### config.mk
export PLATFORM = sky130hd
export DESIGN_NAME = usb_device_control_regs
export DESIGN_NICKNAME = d
export VERILOG_FILES = /design/src/common/usb_ctrl_pkg.sv /design/src/design/usb_device_control_regs.sv
export SDC_FILE = /design/constraint.sdc
export NUM_CORES = 1
export LEC_CHECK = 0
export ABC_AREA = 1
export BUFFER_PORTS_ARGS = -buffer_cell sky130_fd_sc_hd__buf_2
export CAP_MARGIN = 20
export CORE_MARGIN = 5
export CORE_UTILIZATION = 54
export DETAILED_ROUTE_END_ITERATION = 10
export HOLD_SLACK_MARGIN = 0.1
export PLACE_DENSITY = 0.89
export SYNTH_ARGS = -nofsm -noshare
export SYNTH_HDL_FRONTEND = slang
export SYNTH_SLANG_ARGS = --single-unit
### constraint.sdc
create_clock -name hclk -period 5.23 [get_ports hclk]
set_input_delay 1.046 -clock hclk [delete_from_list [all_inputs] [get_ports hclk]]
set_output_delay 1.046 -clock hclk [all_outputs]
set_load 0.03 [all_outputs]
### src/common/usb_ctrl_pkg.sv
/*
 usb_ctrl_pkg: register indices, field positions, reset values,
 timing constants and carrier structs of the usb device control block.
 assumes a 100 MHz hclk and 8-bit registers, one per 32-bit word.
*/
package usb_ctrl_pkg;
	// register indices, byte address is four times the index
	localparam logic [3:0] IDX_MAIN = 4'h0;
	localparam logic [3:0] IDX_LINE = 4'h1;
	localparam logic [3:0] IDX_STATE = 4'h2;
	localparam logic [3:0] IDX_ADDR = 4'h3;
	localparam logic [3:0] IDX_QWP = 4'h4;
	localparam logic [3:0] IDX_QRP = 4'h5;
	localparam logic [3:0] IDX_EPL = 4'h6;
	localparam logic [3:0] IDX_EPH = 4'h7;
	localparam logic [3:0] IDX_IRQEN = 4'h8;
	localparam logic [3:0] IDX_FRAME = 4'h9;
	localparam logic [3:0] IDX_FLAGS = 4'hA;
	// main control fields
	localparam int B_ENABLE = 7;
	localparam int B_SPEED = 6;
	localparam int B_QEN = 5;
	localparam int B_FSTORE = 4;
	// line control fields
	localparam int B_HOLD = 4;
	localparam int B_WAKE = 2;
	localparam int B_GLOBAL_NEGATIVE_ACK = 1;
	localparam int B_ATTACH = 0;
	// bus state fields
	localparam int B_URES = 3;
	localparam int B_RES = 2;
	localparam int B_SUSP = 1;
	localparam int B_BRST = 0;
	// interrupt enable and flag fields
	localparam int B_FRAME_START_IRQ_ENABLE = 7;
	localparam int B_BUS_EVENT_IRQ_ENABLE = 6;
	localparam int B_F_SOF = 7;
	localparam int B_F_IDLE = 6;
	localparam int B_F_WAKE = 5;
	localparam int B_F_RST = 4;
	localparam int B_F_TC = 1;
	// reset values and masks
	localparam logic [7:0] RST_REG = 8'h00;
	localparam logic [15:0] EPTR_IMPL_MASK = 16'hFFFE;
	// timing
	localparam int CLK_PERIOD_NS = 10;
	localparam int SUSPEND_TIME_MS = 3;
	localparam int WAKE_TIME_MS = 5;
	localparam int RESUME_DRIVE_MS = 2;
	localparam int SE0_TIME_NS = 2500;
	localparam int NS_PER_MS = 1000000;
	localparam int SUSPEND_CYC = SUSPEND_TIME_MS * NS_PER_MS / CLK_PERIOD_NS;
	localparam int WAKE_CYC = WAKE_TIME_MS * NS_PER_MS / CLK_PERIOD_NS;
	localparam int RESUME_CYC = RESUME_DRIVE_MS * NS_PER_MS / CLK_PERIOD_NS;
	localparam int SE0_CYC = (SE0_TIME_NS + CLK_PERIOD_NS - 1) / CLK_PERIOD_NS;
	// incoming token from the serial engine
	typedef struct packed {
		logic valid; // one-cycle strobe
		logic [6:0] addr; // device address in token
		logic [3:0] ep; // endpoint number
		logic dir_in; // in direction
		logic setup; // setup token
	} pkt_t;
	// endpoint table fetch request
	typedef struct packed {
		logic req; // one-cycle strobe
		logic [15:0] addr; // entry byte address
	} fetch_t;
endpackage

### src/design/usb_device_control_regs.sv
/*
 usb_device_control_regs: control, status, addressing, completion queue
 pointers and interrupt gating of a full/low speed usb device, with an
 ahb-lite register slave. assumes a serial engine that reports tokens,
 sof, completed transactions and line states synchronous to hclk.
*/
// Decided for this implementation: the AHB-Lite register port.
`timescale 1ns/1ps
// Summary of operation
// - enable activates interface, clearing aborts one cycle later
// - speed bit zero low, one full
// - queue enable records completed endpoint table addresses
// - store sof frame number when enabled
// - discard packets above highest endpoint number
// - fetch table entry for allowed endpoints
// - only the d- pull-up held in reset, speed resets low, power-on clears
// - remote wake drives resume after 5ms idle
// - global nack, no memory access except setup
// - attach switches speed-matched pull-up
// - status shows upstream and downstream resume
// - suspended after 3ms idle
// - bus reset after 2.5us se0
// - respond only to own seven-bit address
// - pointer write clears transaction complete flag
// - read pointer reads clear flag when drained
// - five-bit pointers, write flushes both
// - table base 16 bits, bit zero zero
// - unimplemented table base bits read zero
// - sof interrupt gated by enable and level
// - bus event interrupts gated by enable, level
// - level field gates all interrupts
// - pointers decrement, negative offsets, wrap at size
module usb_device_control_regs
	import usb_ctrl_pkg::*;
#(
	parameter int SUSPEND_N = SUSPEND_CYC, // idle cycles to suspend
	parameter int WAKE_N = WAKE_CYC, // idle cycles before wake
	parameter int RESUME_N = RESUME_CYC // upstream resume length
) (
	input wire logic hclk, // system clock
	input wire logic hresetn, // async reset, active low
	input wire logic por_n, // power-on reset, active low
	input wire logic hsel, // slave select
	input wire logic [31:0] haddr, // byte address
	input wire logic [1:0] htrans, // transfer type
	input wire logic hwrite, // write access
	input wire logic [2:0] hsize, // transfer size
	input wire logic [31:0] hwdata, // write data
	input wire logic hready, // bus ready
	output logic [31:0] hrdata, // read data
	output logic hreadyout, // always ready
	output logic hresp, // always okay
	input wire pkt_t pkt, // incoming token
	input wire logic sof_valid, // sof token strobe
	input wire logic [10:0] sof_frame, // sof frame number
	input wire logic trn_done, // transaction completed
	input wire logic [15:0] trn_ep_addr, // its table address
	input wire logic line_idle, // bus in idle state
	input wire logic line_se0, // bus in se0
	output fetch_t fetch, // endpoint table fetch
	output logic pkt_nack, // answer nack
	output logic usb_enabled, // interface on
	output logic full_speed, // speed select
	output logic transaction_abort, // abort pulse
	output logic dp_pullup, // d+ pull-up on
	output logic dm_pullup, // d- pull-up on
	output logic resume_drive, // drive upstream resume
	output logic queue_wr_en, // queue memory write
	output logic [15:0] queue_wr_addr, // queue entry address
	output logic [15:0] queue_wr_data, // stored table address
	output logic transaction_complete_flag, // queue pending
	output logic [1:0] irq_priority_level, // interrupt level
	output logic bus_event_irq // bus event request
);
	// next pointer value, wrapping at the queue size
	function automatic logic [4:0] q_dec(input logic [4:0] p, input logic [3:0] mx);
		logic [4:0] n;
		logic [5:0] ent;
		n = p - 5'h01;
		ent = {1'b0, mx, 1'b0} + 6'h02;
		if (n == 5'(6'h00 - ent)) begin
			n = 5'h00;
		end
		return n;
	endfunction

	logic [7:0] main_ctrl; // enable, speed, queue, store, highest ep
	logic pullup_hold_in_reset; // survives non power-on reset
	logic remote_wake_request; // wake request bit
	logic global_negative_ack; // nack every allowed token
	logic attach; // attach bit
	logic [6:0] dev_addr; // own usb address
	logic [15:0] endpoint_table_base; // table base pointer
	logic frame_start_irq_enable; // sof enable
	logic bus_event_irq_enable; // suspend/resume/reset enable
	logic [10:0] last_frame_number; // stored frame
	logic [4:0] queue_write_pointer; // two's complement negative offsets
	logic [4:0] queue_read_pointer;
	logic frame_start_flag, bus_idle_flag, wake_detect_flag, bus_reset_flag;
	logic suspended, upstream_resume_flag, resume_seen, bus_reset_seen;
	logic [19:0] idle_cnt; // idle time counter
	logic [19:0] drive_cnt; // resume drive counter
	logic [8:0] se0_cnt; // se0 time counter
	logic attach_kept; // attach state caught before reset
	logic enable_d; // enable one cycle ago
	logic wr_pend; // write data phase pending
	logic [3:0] wr_idx; // its register index
	logic [3:0] a_idx; // address phase index
	logic a_valid, a_map, a_rd, rp_read;
	logic wr_main, wr_line, wr_ptr, wr_flags;
	logic push, match, allowed;
	logic [3:0] highest_endpoint_number;
	logic [7:0] rd_val;

	assign highest_endpoint_number = main_ctrl[3:0];
	assign usb_enabled = main_ctrl[B_ENABLE];
	assign full_speed = main_ctrl[B_SPEED];
	assign hreadyout = 1'b1;
	assign hresp = 1'b0;
	logic [1:0] main_irq_level; // interrupt level field
	assign irq_priority_level = main_irq_level;

	// address phase decode, only indices up to IDX_FLAGS in the low 64 bytes are mapped, byte lanes ignored
	assign a_valid = hsel & hready & htrans[1];
	assign a_idx = haddr[5:2];
	assign a_map = (haddr[31:6] == 26'h0) & (a_idx <= IDX_FLAGS);
	assign a_rd = a_valid & ~hwrite;
	// read pointer reads pop the queue only while it is enabled
	assign rp_read = a_rd & a_map & (a_idx == IDX_QRP) & main_ctrl[B_QEN];
	assign wr_main = wr_pend & (wr_idx == IDX_MAIN);
	assign wr_line = wr_pend & (wr_idx == IDX_LINE);
	assign wr_ptr = wr_pend & ((wr_idx == IDX_QWP) | (wr_idx == IDX_QRP));
	assign wr_flags = wr_pend & (wr_idx == IDX_FLAGS);
	assign push = trn_done & usb_enabled & main_ctrl[B_QEN];

	// read mux, reserved bits zero
	always_comb begin
		rd_val = 8'h00;
		case (a_idx)
			IDX_MAIN: rd_val = main_ctrl;
			IDX_LINE: rd_val = {3'h0, pullup_hold_in_reset, 1'b0,
				remote_wake_request, global_negative_ack, attach};
			IDX_STATE: rd_val = {4'h0, upstream_resume_flag, resume_seen,
				suspended, bus_reset_seen};
			IDX_ADDR: rd_val = {1'b0, dev_addr};
			IDX_QWP: rd_val = {3'h0, queue_write_pointer};
			IDX_QRP: rd_val = {3'h0, queue_read_pointer};
			IDX_EPL: rd_val = endpoint_table_base[7:0];
			IDX_EPH: rd_val = endpoint_table_base[15:8];
			IDX_IRQEN: rd_val = {frame_start_irq_enable, bus_event_irq_enable,
				4'h0, main_irq_level};
			IDX_FRAME: rd_val = last_frame_number[7:0];
			IDX_FLAGS: rd_val = {frame_start_flag, bus_idle_flag, wake_detect_flag,
				bus_reset_flag, 2'h0, transaction_complete_flag, 1'b0};
			default: rd_val = 8'h00;
		endcase
		if (!a_map) begin
			rd_val = 8'h00; // unmapped reads zero
		end
	end

	// bus slave: capture address phase, read data ready in data phase
	always_ff @(posedge hclk or negedge hresetn) begin
		if (!hresetn) begin
			wr_pend <= 1'b0;
			wr_idx <= 4'h0;
			hrdata <= 32'h0;
		end else begin
			wr_pend <= a_valid & hwrite & a_map;
			wr_idx <= a_idx;
			if (a_rd) begin
				hrdata <= {24'h0, rd_val};
			end
		end
	end

	// software control bits, written in the data phase
	always_ff @(posedge hclk or negedge hresetn) begin
		if (!hresetn) begin
			main_ctrl <= RST_REG;
			global_negative_ack <= 1'b0;
			attach <= 1'b0;
			dev_addr <= 7'h0;
			endpoint_table_base <= 16'h0;
			frame_start_irq_enable <= 1'b0;
			bus_event_irq_enable <= 1'b0;
			main_irq_level <= 2'h0;
		end else if (wr_pend) begin
			case (wr_idx)
				IDX_MAIN: main_ctrl <= hwdata[7:0];
				IDX_LINE: begin
					global_negative_ack <= hwdata[B_GLOBAL_NEGATIVE_ACK];
					attach <= hwdata[B_ATTACH];
				end
				IDX_ADDR: dev_addr <= hwdata[6:0];
				// bit zero and missing bits never store
				IDX_EPL: endpoint_table_base[7:0] <= hwdata[7:0] & EPTR_IMPL_MASK[7:0];
				IDX_EPH: endpoint_table_base[15:8] <= hwdata[7:0] & EPTR_IMPL_MASK[15:8];
				IDX_IRQEN: begin
					frame_start_irq_enable <= hwdata[B_FRAME_START_IRQ_ENABLE];
					bus_event_irq_enable <= hwdata[B_BUS_EVENT_IRQ_ENABLE];
					main_irq_level <= hwdata[1:0];
				end
				default: ;
			endcase
		end
	end

	// hold bit and pre-reset attach state, cleared only by power-on
	always_ff @(posedge hclk or negedge por_n) begin
		if (!por_n) begin
			pullup_hold_in_reset <= 1'b0;
			attach_kept <= 1'b0;
		end else if (hresetn) begin
			attach_kept <= attach;
			if (wr_line) begin
				pullup_hold_in_reset <= hwdata[B_HOLD];
			end
		end
	end

	// pull-ups; during reset the kept attach state drives d- only, as speed resets low
	always_comb begin
		dp_pullup = attach & full_speed;
		dm_pullup = attach & ~full_speed;
		if (!hresetn && pullup_hold_in_reset) begin
			dp_pullup = attach_kept & full_speed;
			dm_pullup = attach_kept & ~full_speed;
		end
	end

	// abort pulse on the enable's falling edge
	always_ff @(posedge hclk or negedge hresetn) begin
		if (!hresetn) begin
			enable_d <= 1'b0;
			transaction_abort <= 1'b0;
		end else begin
			enable_d <= usb_enabled;
			transaction_abort <= enable_d & ~usb_enabled;
		end
	end

	// token handling: address filter, endpoint limit, nack
	assign match = pkt.valid & usb_enabled & (pkt.addr == dev_addr);
	assign allowed = match & (pkt.ep <= highest_endpoint_number);
	always_ff @(posedge hclk or negedge hresetn) begin
		if (!hresetn) begin
			fetch <= '0;
			pkt_nack <= 1'b0;
		end else begin
			pkt_nack <= allowed & global_negative_ack;
			// under global nack only setup may touch memory
			fetch.req <= allowed & (~global_negative_ack | pkt.setup);
			fetch.addr <= endpoint_table_base + {8'h0, pkt.ep, 4'h0}
				+ (pkt.dir_in ? 16'h0008 : 16'h0000);
		end
	end

	// frame number store
	always_ff @(posedge hclk or negedge hresetn) begin
		if (!hresetn) begin
			last_frame_number <= 11'h0;
		end else if (sof_valid & usb_enabled & main_ctrl[B_FSTORE]) begin
			last_frame_number <= sof_frame;
		end
	end

	// completion queue pointers; disabling frees and zeroes them
	always_ff @(posedge hclk or negedge hresetn) begin
		if (!hresetn) begin
			queue_write_pointer <= 5'h0;
			queue_read_pointer <= 5'h0;
		end else if (!main_ctrl[B_QEN] || wr_ptr) begin
			queue_write_pointer <= 5'h0;
			queue_read_pointer <= 5'h0;
		end else begin
			if (push) begin
				queue_write_pointer <= q_dec(queue_write_pointer, highest_endpoint_number);
			end
			if (rp_read && queue_read_pointer != queue_write_pointer) begin
				queue_read_pointer <= q_dec(queue_read_pointer, highest_endpoint_number);
			end
		end
	end

	// queue memory write at base plus twice the negative offset, minus two
	always_ff @(posedge hclk or negedge hresetn) begin
		if (!hresetn) begin
			queue_wr_en <= 1'b0;
			queue_wr_addr <= 16'h0;
			queue_wr_data <= 16'h0;
		end else begin
			queue_wr_en <= push & ~wr_ptr;
			queue_wr_addr <= endpoint_table_base
				+ {{10{queue_write_pointer[4]}}, queue_write_pointer, 1'b0} - 16'h0002;
			queue_wr_data <= trn_ep_addr;
		end
	end

	// transaction complete flag; a new completion beats any clear
	always_ff @(posedge hclk or negedge hresetn) begin
		if (!hresetn) begin
			transaction_complete_flag <= 1'b0;
		end else if (trn_done & usb_enabled) begin
			transaction_complete_flag <= 1'b1;
		end else if (wr_ptr || (wr_flags && hwdata[B_F_TC])) begin
			transaction_complete_flag <= 1'b0;
		end else if (rp_read && q_dec(queue_read_pointer, highest_endpoint_number)
			== queue_write_pointer) begin
			transaction_complete_flag <= 1'b0;
		end
	end

	// bus reset detection from se0 time
	always_ff @(posedge hclk or negedge hresetn) begin
		if (!hresetn) begin
			se0_cnt <= 9'h0;
			bus_reset_seen <= 1'b0;
		end else if (!line_se0 || !usb_enabled) begin
			se0_cnt <= 9'h0;
			bus_reset_seen <= 1'b0;
		end else if (se0_cnt != 9'(SE0_CYC - 1)) begin
			se0_cnt <= se0_cnt + 9'h001;
		end else begin
			bus_reset_seen <= 1'b1;
		end
	end

	// suspend, downstream resume and upstream resume drive
	always_ff @(posedge hclk or negedge hresetn) begin
		if (!hresetn) begin
			idle_cnt <= 20'h0;
			drive_cnt <= 20'h0;
			suspended <= 1'b0;
			resume_drive <= 1'b0;
			resume_seen <= 1'b0;
			upstream_resume_flag <= 1'b0;
			remote_wake_request <= 1'b0;
		end else begin
			if (wr_line) begin
				remote_wake_request <= hwdata[B_WAKE];
			end
			if (!usb_enabled) begin
				idle_cnt <= 20'h0;
				suspended <= 1'b0;
				resume_drive <= 1'b0;
			end else if (resume_drive) begin
				// our own k state must not look like host resume
				if (drive_cnt == 20'(RESUME_N - 1)) begin
					resume_drive <= 1'b0;
					suspended <= 1'b0;
					idle_cnt <= 20'h0;
				end
				drive_cnt <= drive_cnt + 20'h00001;
			end else if (!line_idle) begin
				idle_cnt <= 20'h0;
				if (suspended) begin
					resume_seen <= 1'b1;
					suspended <= 1'b0;
				end
			end else begin
				if (idle_cnt != 20'(WAKE_N - 1)) begin
					idle_cnt <= idle_cnt + 20'h00001;
				end
				if (idle_cnt == 20'(SUSPEND_N - 1)) begin
					suspended <= 1'b1;
					resume_seen <= 1'b0;
					upstream_resume_flag <= 1'b0;
				end
				if (suspended && remote_wake_request && idle_cnt == 20'(WAKE_N - 1)) begin
					resume_drive <= 1'b1;
					drive_cnt <= 20'h0;
					upstream_resume_flag <= 1'b1;
					remote_wake_request <= 1'b0;
				end
			end
		end
	end

	// sticky bus event flags, write one to clear, set wins
	always_ff @(posedge hclk or negedge hresetn) begin
		if (!hresetn) begin
			frame_start_flag <= 1'b0;
			bus_idle_flag <= 1'b0;
			wake_detect_flag <= 1'b0;
			bus_reset_flag <= 1'b0;
		end else begin
			frame_start_flag <= (sof_valid & usb_enabled)
				| (frame_start_flag & ~(wr_flags & hwdata[B_F_SOF]));
			bus_idle_flag <= (usb_enabled & line_idle & ~suspended & ~resume_drive
				& (idle_cnt == 20'(SUSPEND_N - 1)))
				| (bus_idle_flag & ~(wr_flags & hwdata[B_F_IDLE]));
			wake_detect_flag <= (usb_enabled & suspended & ~resume_drive & ~line_idle)
				| (wake_detect_flag & ~(wr_flags & hwdata[B_F_WAKE]));
			bus_reset_flag <= (usb_enabled & line_se0 & (se0_cnt == 9'(SE0_CYC - 1))
				& ~bus_reset_seen) | (bus_reset_flag & ~(wr_flags & hwdata[B_F_RST]));
		end
	end

	// interrupt request, gated by level field, the sof enable and one shared bus event enable
	assign bus_event_irq = (main_irq_level != 2'h0)
		& ((frame_start_irq_enable & frame_start_flag)
		| (bus_event_irq_enable & (bus_idle_flag | wake_detect_flag | bus_reset_flag)));
endmodule

==> metrics.txt, run 1 <==
outcome completed; vias in the first global route 8968; Synth Area in Compound Gates 0.121; layout cells sized above 1 0.171; largest family of logic cells by synthesized area simple AND/OR/NAND/NOR gates; Min-Delay Path Class in -> async; fin crit share 0.597; largest net degree at the start of global routing 66; Data arrival, critical path 2.08 ns; Crit-path slowest cell buf_6; GP Congestion 0.940; Netlist cell types 57; CTS root buf clkbuf_16; worst-path cell chain buf_6 -> nor2_1 -> o21ai_0 -> nor2_1 -> buf_2; initial antenna violation count 3; ys flop type dfrtp_1; # Max-Cap Violations 0; Post-Synth Simple-Gate Area 0.218; placed instance area 10800 um2; Critical Path Fanout Max 56; Cell Count Post-Placement 1558; DR WL/cell 17.1 um; worst-margin pin slew 0.828 ns; hpwl dp 20200 um; initial DRC count 785; Clock Pin Slew Worst Setup and Hold Paths 0.07 ns; Synth Area in Adders 0.0570; Synth Area in XOR/XNOR 0.0450; fin nets 1513; Period minus WS final 3.12 ns; drt pass-1 iters 8; endpoint type of the worst setup path primary output; grt ovf 0; area of the die 21200 um2; f_max 320 MHz; Initial Util 0.551; Tot Pwr 3.92 mW; Chip Height 146 um; post-CTS setup buffers 0; setup slack after placement 2.07 ns; CTS Hold Buffers Added 0; Cell Area, Synth 9920 um2; Overall Global Routing Usage 0.256; Worst Setup Start Kind input port; via count 9002; Pins Over Slew Limit 0; largest area contributor in the netlist dfrtp_1; Commonest cells post-synth 235 x nand2_1, 180 x dfrtp_1, 165 x inv_1; Yosys top cell area share 0.454; WP data required 4.18 ns; fin cells 1591; RSZ-0062 raised after global routing no; top-count cell post-synth nand2_1; register area share after synthesis 0.454; Antenna Nets Post-Route 0; Slew headroom 0.446; YS warnings 0; VDD IR max 0.000316 V; clk buf depth 2; post-layout instance area 11400 um2; Setup violations, final 0; post-synthesis mux area share 0.00895; Vias/cell 5.66; Die W 146 um; critical path's top delay family buffers and inverters; ys async rst share 1.00; CTS-repair resized insts 0; Ports 215; crit path kind in -> out; clock tree sinks 180; fin worst setup slack 2.11 ns; ranking of synthesized cells by area dfrtp_1 45%, nand2_1 8.9%, inv_1 6.2%, ha_1 5.3%, o21ai_0 4.7%; Post-synth EDFFs 0; CP most frequent cell nor2_1; H-tree levels 4; DR DRC count 0; CP bufs+invs 2; port bufs 153; # rows 49; clk_lat worst skew 0.45 ns; post-synthesis cell count 1193; Syn Area/Cell 8.32 um2; leakage 5.90 nW; Post-Route WL 27200 um; Final Hold Vio Count 0; CTS tree built; Layout Skew 0.00982 ns; FF+latch count, synth 180; total core area 18000 um2; first-pass GRT wire length 44500 um; total CTS buffers 17; cell area power density 343 nW/um2; Area Growth Syn to Fin 15.0%; Final TNS setup 0 ns; slowest cell delay on critical path 0.39 ns
-- report_power, final --
part	switching [mW]	internal, mW
clock	0.588	0.767
combinational	0.675	0.348
sequential	0.0467	1.50
total	1.31	2.61
-- final timing paths --
check,slack (ns),cells after the start,end,from
setup / recovery,2.11,5,dm_pullup,hresetn
hold / removal,0.39,1,pullup_hold_in_reset$_DFFE_PN0P_,por_n
setup reg to reg,2.34,9,queue_wr_addr[12]$_DFF_PN0_,queue_write_pointer[4]$_DFFE_PN0P_
hold reg to reg,0.45,0,fetch[2]$_DFF_PN0_,endpoint_table_base[2]$_DFFE_PN0P_
max in group asynchronous,3.47,2,idle_cnt[16]$_DFFE_PN0P_,hresetn
min in group hclk,0.45,0,fetch[2]$_DFF_PN0_,endpoint_table_base[2]$_DFFE_PN0P_
-- kinds of logic (layout without fill, tap and decap cells) --
logic type,Yosys count,in the layout
adder cells (fa/ha/maj),44,44
AO/OA/AOI/OAI,201,201
AND/OR/NAND/NOR,491,491
multiplexers,8,8
flip-flops,180,180
other,2,29
XOR/XNOR,51,51
buffers and inverters,216,358
-- worst register-to-register path: stages (launching register included) --
cell and delay [ns]:
dfrtp_1 0.53, inv_1 0.35, ha_1 0.41, inv_1 0.05
ha_1 0.37, nand2_1 0.07, o21ai_0 0.44, a31oi_1 0.21
o21ai_0 0.24, xor2_1 0.16
-- routing by layer --
metal,up-vias,wire length (um),GRT usage
met3,98,2380,0.0726
met4,4,1140,0.117
li1,4196,-,-
met1,4254,10100,0.301
met2,450,13500,0.434
met5,-,25,0
-- through the flow --
stage	util	hold WS (ns)
floorplan	-	0.374
global placement	0.599	0.418
detailed placement	0.599	0.418
CTS	0.633	0.379
global route	0.633	0.370
finish	0.633	0.389
-- state kept, by name (all words and copies together), names as in the netlist, 2 cells and up --
name                 flops
queue_read_pointer       5
last_frame_number        8
endpoint_table_base     15
dev_addr                 7
idle_cnt                20
queue_wr_data           16
wr_idx                   4
se0_cnt                  9
hrdata                   8
fetch                   16
main_ctrl                8
drive_cnt               20
irq_priority_level       2
queue_wr_addr           15
queue_write_pointer      5
-- placed cells by master, fill, tap and decap left out, drive strengths merged, types with 28 or more instances in the layout --
cell type / instances
a21oi: 34
buf: 156
conb: 28
dfrtp: 180
ha: 42
inv: 178
nand2: 241
nand3: 87
nor2: 94
nor3: 35
o21ai: 111
xor2: 38
-- area by class of cell --
type	instances	area, um2
timing repair buffer	157	800
tap	229	287
multi-input combinational	823	4570
clock buffer	18	429
inverter	170	638
fill	1534	6610
antenna	1	2.50
sequential	180	4500
clock inverter	13	183
Note: power is estimated with default switching activity, not from simulation.
==> inputs of run 2 (changes only) <==
--- a/config.mk
+++ b/config.mk
@@ -5,14 +5,14 @@
 export SDC_FILE = /design/constraint.sdc
 export NUM_CORES = 1
 export LEC_CHECK = 0
-export ABC_AREA = 1
+export ABC_AREA = 0
 export BUFFER_PORTS_ARGS = -buffer_cell sky130_fd_sc_hd__buf_2
 export CAP_MARGIN = 20
 export CORE_MARGIN = 5
 export CORE_UTILIZATION = 54
 export DETAILED_ROUTE_END_ITERATION = 10
 export HOLD_SLACK_MARGIN = 0.1
-export PLACE_DENSITY = 0.89
+export PLACE_DENSITY = 0.9
 export SYNTH_ARGS = -nofsm -noshare
 export SYNTH_HDL_FRONTEND = slang
 export SYNTH_SLANG_ARGS = --single-unit
==> constraint.sdc (replaced) <==
create_clock -name hclk -period 2.91 [get_ports hclk]
set_input_delay 0.582 -clock hclk [delete_from_list [all_inputs] [get_ports hclk]]
set_output_delay 0.582 -clock hclk [all_outputs]
set_load 0.03 [all_outputs]
==> metrics.txt, run 2 <==
Commonest cells post-synth 180 x dfrtp_1, 85 x nor2_1, 77 x nand2_1; largest area contributor in the netlist dfrtp_1; drt pass-1 iters 5; commonest non-fill, non-tap cell in the layout dfrtp_1; Initial Util 0.552; # Max-Cap Violations 0; Critical Path Fanout Max 3; fin crit share 0.965; Final Core Density 0.647; ys flop type dfrtp_1; clk buf depth 2; total core area 17400 um2; first-pass GRT wire length 41000 um; # rows 48; clock tree sinks 180; CP most frequent cell inv_1; port bufs 153; grt ovf 0; Slew headroom 0.470; Post-Route WL 25600 um; outcome completed; Period minus WS final 2.81 ns; Worst Setup Start Kind flop; layout cells sized above 1 0.218; vias in the first global route 8094; Cell Area, Synth 9620 um2; top-count cell post-synth dfrtp_1; GP Congestion 0.973; Overall Global Routing Usage 0.253; Min-Delay Path Class in -> reg; ranking of synthesized cells by area dfrtp_1 47%, ha_1 5.5%, mux2_2 4.2%, xnor2_1 4.1%, o21ai_0 3.7%; total CTS buffers 17; f_max 356 MHz; DR WL/cell 18.4 um; placed instance area 10600 um2; Die W 143 um; post-synthesis cell count 990; worst-path cell chain inv_1 -> ha_1 -> inv_1 -> ha_1 -> inv_1 -> fa_1 -> nor2b_1 -> o21ai_0 -> a21boi_1 -> o21ai_2 -> a21oi_2 -> nor2_1 -> or3_1; CTS tree built; worst-margin pin slew 0.792 ns; Pins Over Slew Limit 0; fin nets 1321; Antenna Nets Post-Route 0; H-tree levels 4; Vias/cell 5.84; DR DRC count 0; Top Registers drive_cnt (20), idle_cnt (20); slowest cell delay on critical path 0.42 ns; hpwl dp 18600 um; Syn Area/Cell 9.72 um2; initial DRC count 745; Area Growth Syn to Fin 17.1%; Ports 215; Clock Pin Slew Worst Setup and Hold Paths 0.07 ns; Chip Height 143 um; Crit-path slowest cell fa_1; register area share after synthesis 0.468; n_diodes 0; initial antenna violation count 0; VDD IR max 0.000438 V; via count 8134; Setup violations, final 0; cell area power density 565 nW/um2; most frequent cells in the layout 180 x dfrtp_1, 152 x buf_2, 85 x nor2_1, 77 x nand2_1, 76 x inv_1; ys async rst share 1.00; clk_lat worst skew 0.43 ns; Netlist cell types 66; WP data required 3.22 ns; FF+latch count, synth 180; CTS root buf clkbuf_16; Data arrival, critical path 3.12 ns; endpoint type of the worst setup path flop; Post-synth EDFFs 0; Tot Pwr 6.36 mW; Hold Slack 0.255 ns; post-layout instance area 11300 um2; largest net degree at the start of global routing 129; YS warnings 0; Final Hold Vio Count 0; leakage 5.42 nW; Layout Skew 0.00930 ns; crit path kind reg -> reg; Yosys top cell area share 0.468; area of the die 20600 um2
==> run 2: cell count changes after synthesis, moves of 16 or more <==
cell     previous run  this run
nand2_1           235        77
inv_1             165        76
o22ai_1            23         4
nand3_1            81        39
mux2_2              7        36
nor2b_1             0        16
xor2_1             38        22
o21ai_0            94        71
xnor2_1            13        45
==> run 2: cells by family (layout without fill, tap and decap cells) <==
family / after synthesis / after routing / synth area share
xor gates and xnor gates: 67 / 67 / 0.0610
buffers and inverters: 132 / 285 / 0.0626
and+or+nand+nor: 329 / 329 / 0.172
DFF: 180 / 180 / 0.468
adders and majority gates: 44 / 44 / 0.0588
AOI/OAI and AO/OA: 187 / 187 / 0.118
muxes: 49 / 49 / 0.0583
other: 2 / 28 / 0.000781
==> run 2: area by class of cell <==
class / instances / area [um2]
Sequential cell: 180 / 4500
Clock inverter: 9 / 126
Tap cell: 225 / 282
Inverter: 76 / 285
Clock buffer: 22 / 474
Timing Repair Buffer: 178 / 977
Fill cell: 1344 / 6150
Multi-Input combinational cell: 704 / 4620
==> run 2: layer usage <==
metal,up-vias,GRT usage,share of wire
li1,3727,-,-
met1,3921,0.304,0.37
met2,394,0.436,0.51
met3,92,0.0569,0.083
met4,0,0.109,0.039
met5,-,0,0
==> run 2: critical path, delay by kind of cell, from the launching register on <==
| kind | cells | cell delay (ns) |
|---|---|---|
| adder cells (fa/ha/maj) | 3 | 0.89 |
| AO/OA/AOI/OAI | 4 | 0.67 |
| AND/OR/NAND/NOR | 3 | 0.53 |
| flip-flops | 1 | 0.40 |
| buffers and inverters | 3 | 0.20 |
==> run 2: worst paths after layout <==
check                                                        start                          end  slack, ns  depth (start not counted)
worst max-delay path            endpoint_table_base[2]$_DFFE_PN0P_  queue_wr_addr[12]$_DFF_PN0_       0.10                         13
worst min-delay path                                trn_ep_addr[1]   queue_wr_data[1]$_DFF_PN0_       0.25                          1
worst max register to register  endpoint_table_base[2]$_DFFE_PN0P_  queue_wr_addr[12]$_DFF_PN0_       0.10                         13
worst min register to register               suspended$_DFFE_PN0P_      bus_idle_flag$_DFF_PN0_       0.46                          1
max in group asynchronous                                  hresetn   queue_wr_addr[2]$_DFF_PN0_       1.57                          3
min in group asynchronous                                    por_n      attach_kept$_DFFE_PN0P_       0.47                          2
==> run 2: power by group <==
group / switching [mW] / internal (mW)
registers: 0.105 / 2.67
logic: 0.775 / 0.428
clock network: 0.969 / 1.41
total: 1.85 / 4.51
==> run 2: timing repair <==
action,in CTS,in global routing
pin swaps,0,2
hold endpoints to repair,3,0
resized for setup,1,2
setup buffers,0,3
hold buffers,2,0
setup endpoints to repair,1,1
==> run 2: through the flow <==
step	setup TNS (ns)	cells	setup slack, ns
floorplan	0	1016	0.217
global placement	0	1358	0.140
detailed placement	0	1358	0.0279
CTS	0	1391	0.0620
global route	-0.0856	1394	-0.0856
finish	0	1394	0.102
==> inputs of run 3 (changes only) <==
--- a/config.mk
+++ b/config.mk
@@ -13,6 +13,7 @@
 export DETAILED_ROUTE_END_ITERATION = 10
 export HOLD_SLACK_MARGIN = 0.1
 export PLACE_DENSITY = 0.9
+export RECOVER_POWER = 50
 export SYNTH_ARGS = -nofsm -noshare
 export SYNTH_HDL_FRONTEND = slang
 export SYNTH_SLANG_ARGS = --single-unit
==> metrics.txt, run 3 (same netlist as run 2, synthesis figures left out) <==
Die W 143 um; critical path's top delay family adder cells; port bufs 153; n_diodes 0; Overall Global Routing Usage 0.253; Area Growth Syn to Fin 17.1%; Slew headroom 0.442; GP Congestion 0.973; Clock Pin Slew Worst Setup and Hold Paths 0.07 ns; clock tree sinks 180; initial DRC count 707; most frequent cells in the layout 180 x dfrtp_1, 151 x buf_2, 85 x nor2_1, 77 x nand2_1, 76 x inv_1; Crit-path slowest cell fa_1; drt pass-1 iters 6; vias in the first global route 8094; Top Registers drive_cnt (20), idle_cnt (20); outcome completed; Worst R2R Start endpoint_table_base[2]$_DFFE_PN0P_; Final Hold Vio Count 0; Setup violations, final 0; via count 8140; # rows 48; total CTS buffers 17; DR DRC count 0; Antenna Nets Post-Route 0; fin cells 1394; Min-Delay Path Class in -> reg; CTS root buf clkbuf_16; area of the die 20600 um2; Ports 215; Reg2Reg Setup Slack 0.1 ns; WHS Path Cells 1; CP bufs+invs 3; Data arrival, critical path 3.12 ns; clk buf depth 2; layout cells sized above 1 0.216; # Max-Cap Violations 0; hold path start trn_ep_addr[5]; leakage 5.41 nW; fin crit share 0.966; hpwl dp 18600 um; CP most frequent cell inv_1; H-tree levels 4; Register-to-Register Path Depth 13; RR Endpoint queue_wr_addr[12]$_DFF_PN0_; Critical Path Fanout Max 3; Layout Skew 0.00766 ns; commonest non-fill, non-tap cell in the layout dfrtp_1; CTS tree built; DR WL/cell 18.4 um; cell area power density 565 nW/um2; initial antenna violation count 0; Min-Delay Endpoint queue_wr_data[5]$_DFF_PN0_; Initial Util 0.552; Chip Height 143 um; total core area 17400 um2; crit path kind reg -> reg; multi-input logic area 4620 um2; grt ovf 0; Pins Over Slew Limit 0; Period minus WS final 2.81 ns; Fillers 1344; f_max 356 MHz; Vias/cell 5.84; Hold Slack 0.254 ns; sequential cell area 4500 um2; WP data required 3.22 ns; Worst Setup Start Kind flop; endpoint type of the worst setup path flop; VDD IR max 0.000441 V; Cell Count Post-Placement 1358; first-pass GRT wire length 41000 um; worst-margin pin slew 0.834 ns; worst-path cell chain inv_1 -> ha_1 -> inv_1 -> ha_1 -> inv_1 -> fa_1 -> nor2b_1 -> o21ai_0 -> a21boi_1 -> o21ai_2 -> a21oi_2 -> nor2_1 -> or3_1; largest net degree at the start of global routing 129; clk_lat worst skew 0.43 ns; slowest cell delay on critical path 0.42 ns; Post-Route WL 25700 um; Tot Pwr 6.36 mW; fin nets 1321
## run 3: changes by cell type in the layout (fill, tap and decap cells not counted)
cell      delta
clkbuf_1     +2
buf_4        -1
buf_2        -1
## run 3: worst register-to-register path, delay by kind of cell (launching register included)
kind / cells / cell delay, ns
buffers and inverters: 3 / 0.20
adder cells (fa/ha/maj): 3 / 0.90
AO/OA/AOI/OAI: 4 / 0.67
AND/OR/NAND/NOR: 3 / 0.54
flip-flops: 1 / 0.40
## run 3: repair_timing
item	in CTS	in global routing
buffers inserted	0	3
pin swaps	0	2
hold endpoints to repair	3	0
resized for setup	1	2
hold buffers	2	0
setup endpoints to repair	1	1
## run 3: metrics by stage
stage               worst slack (ns)   util  instance area (um2)  TNS (ns)
floorplan                      0.217      -                 9720         0
CTS                           0.0620  0.645                11200         0
finish                        0.0992  0.647                11300         0
global route                 -0.0856  0.647                11300   -0.0856
detailed placement            0.0279  0.610                10600         0
global placement               0.140  0.610                10600         0
## run 3: cell type report
cell class              instances  area share
repair buffers                178      0.0863
inverters                      76      0.0253
clock buffers                  22      0.0421
multi-input cells             704       0.410
well taps                     225      0.0250
flip-flops and latches        180       0.400
clock inverters                 9      0.0112
## run 3: report_power, final
part,internal (mW),leakage (nW),switching [mW],total (mW)
Clock,1.41,0.296,0.970,2.38
Combinational,0.427,2.93,0.776,1.20
Sequential,2.67,2.18,0.105,2.78
Total,4.51,5.41,1.85,6.36
## run 3: routing by layer
metal  vias up  share of wire  GRT usage
met5         -              0          0
met4         0          0.039      0.109
met3        89          0.078     0.0569
met2       400           0.51      0.436
met1      3919           0.37      0.304
li1       3732              -          -
## run 3: worst max-delay path by stage
| stage | start | to | slack, ns | depth (start not counted) |
|---|---|---|---|---|
| 6_report | endpoint_table_base[2]$_DFFE_PN0P_ | queue_wr_addr[12]$_DFF_PN0_ | 0.1 | 13 |
| 3_5_place_dp | endpoint_table_base[2]$_DFFE_PN0P_ | queue_wr_addr[12]$_DFF_PN0_ | 0.03 | 13 |
| 2_1_floorplan | queue_write_pointer[2]$_DFFE_PN0P_ | queue_wr_addr[12]$_DFF_PN0_ | 0.22 | 11 |
| 4_1_cts | endpoint_table_base[2]$_DFFE_PN0P_ | queue_wr_addr[12]$_DFF_PN0_ | 0.06 | 13 |
| 3_3_place_gp | endpoint_table_base[2]$_DFFE_PN0P_ | queue_wr_addr[12]$_DFF_PN0_ | 0.14 | 13 |
| 5_1_grt | endpoint_table_base[2]$_DFFE_PN0P_ | queue_wr_addr[12]$_DFF_PN0_ | -0.09 | 13 |
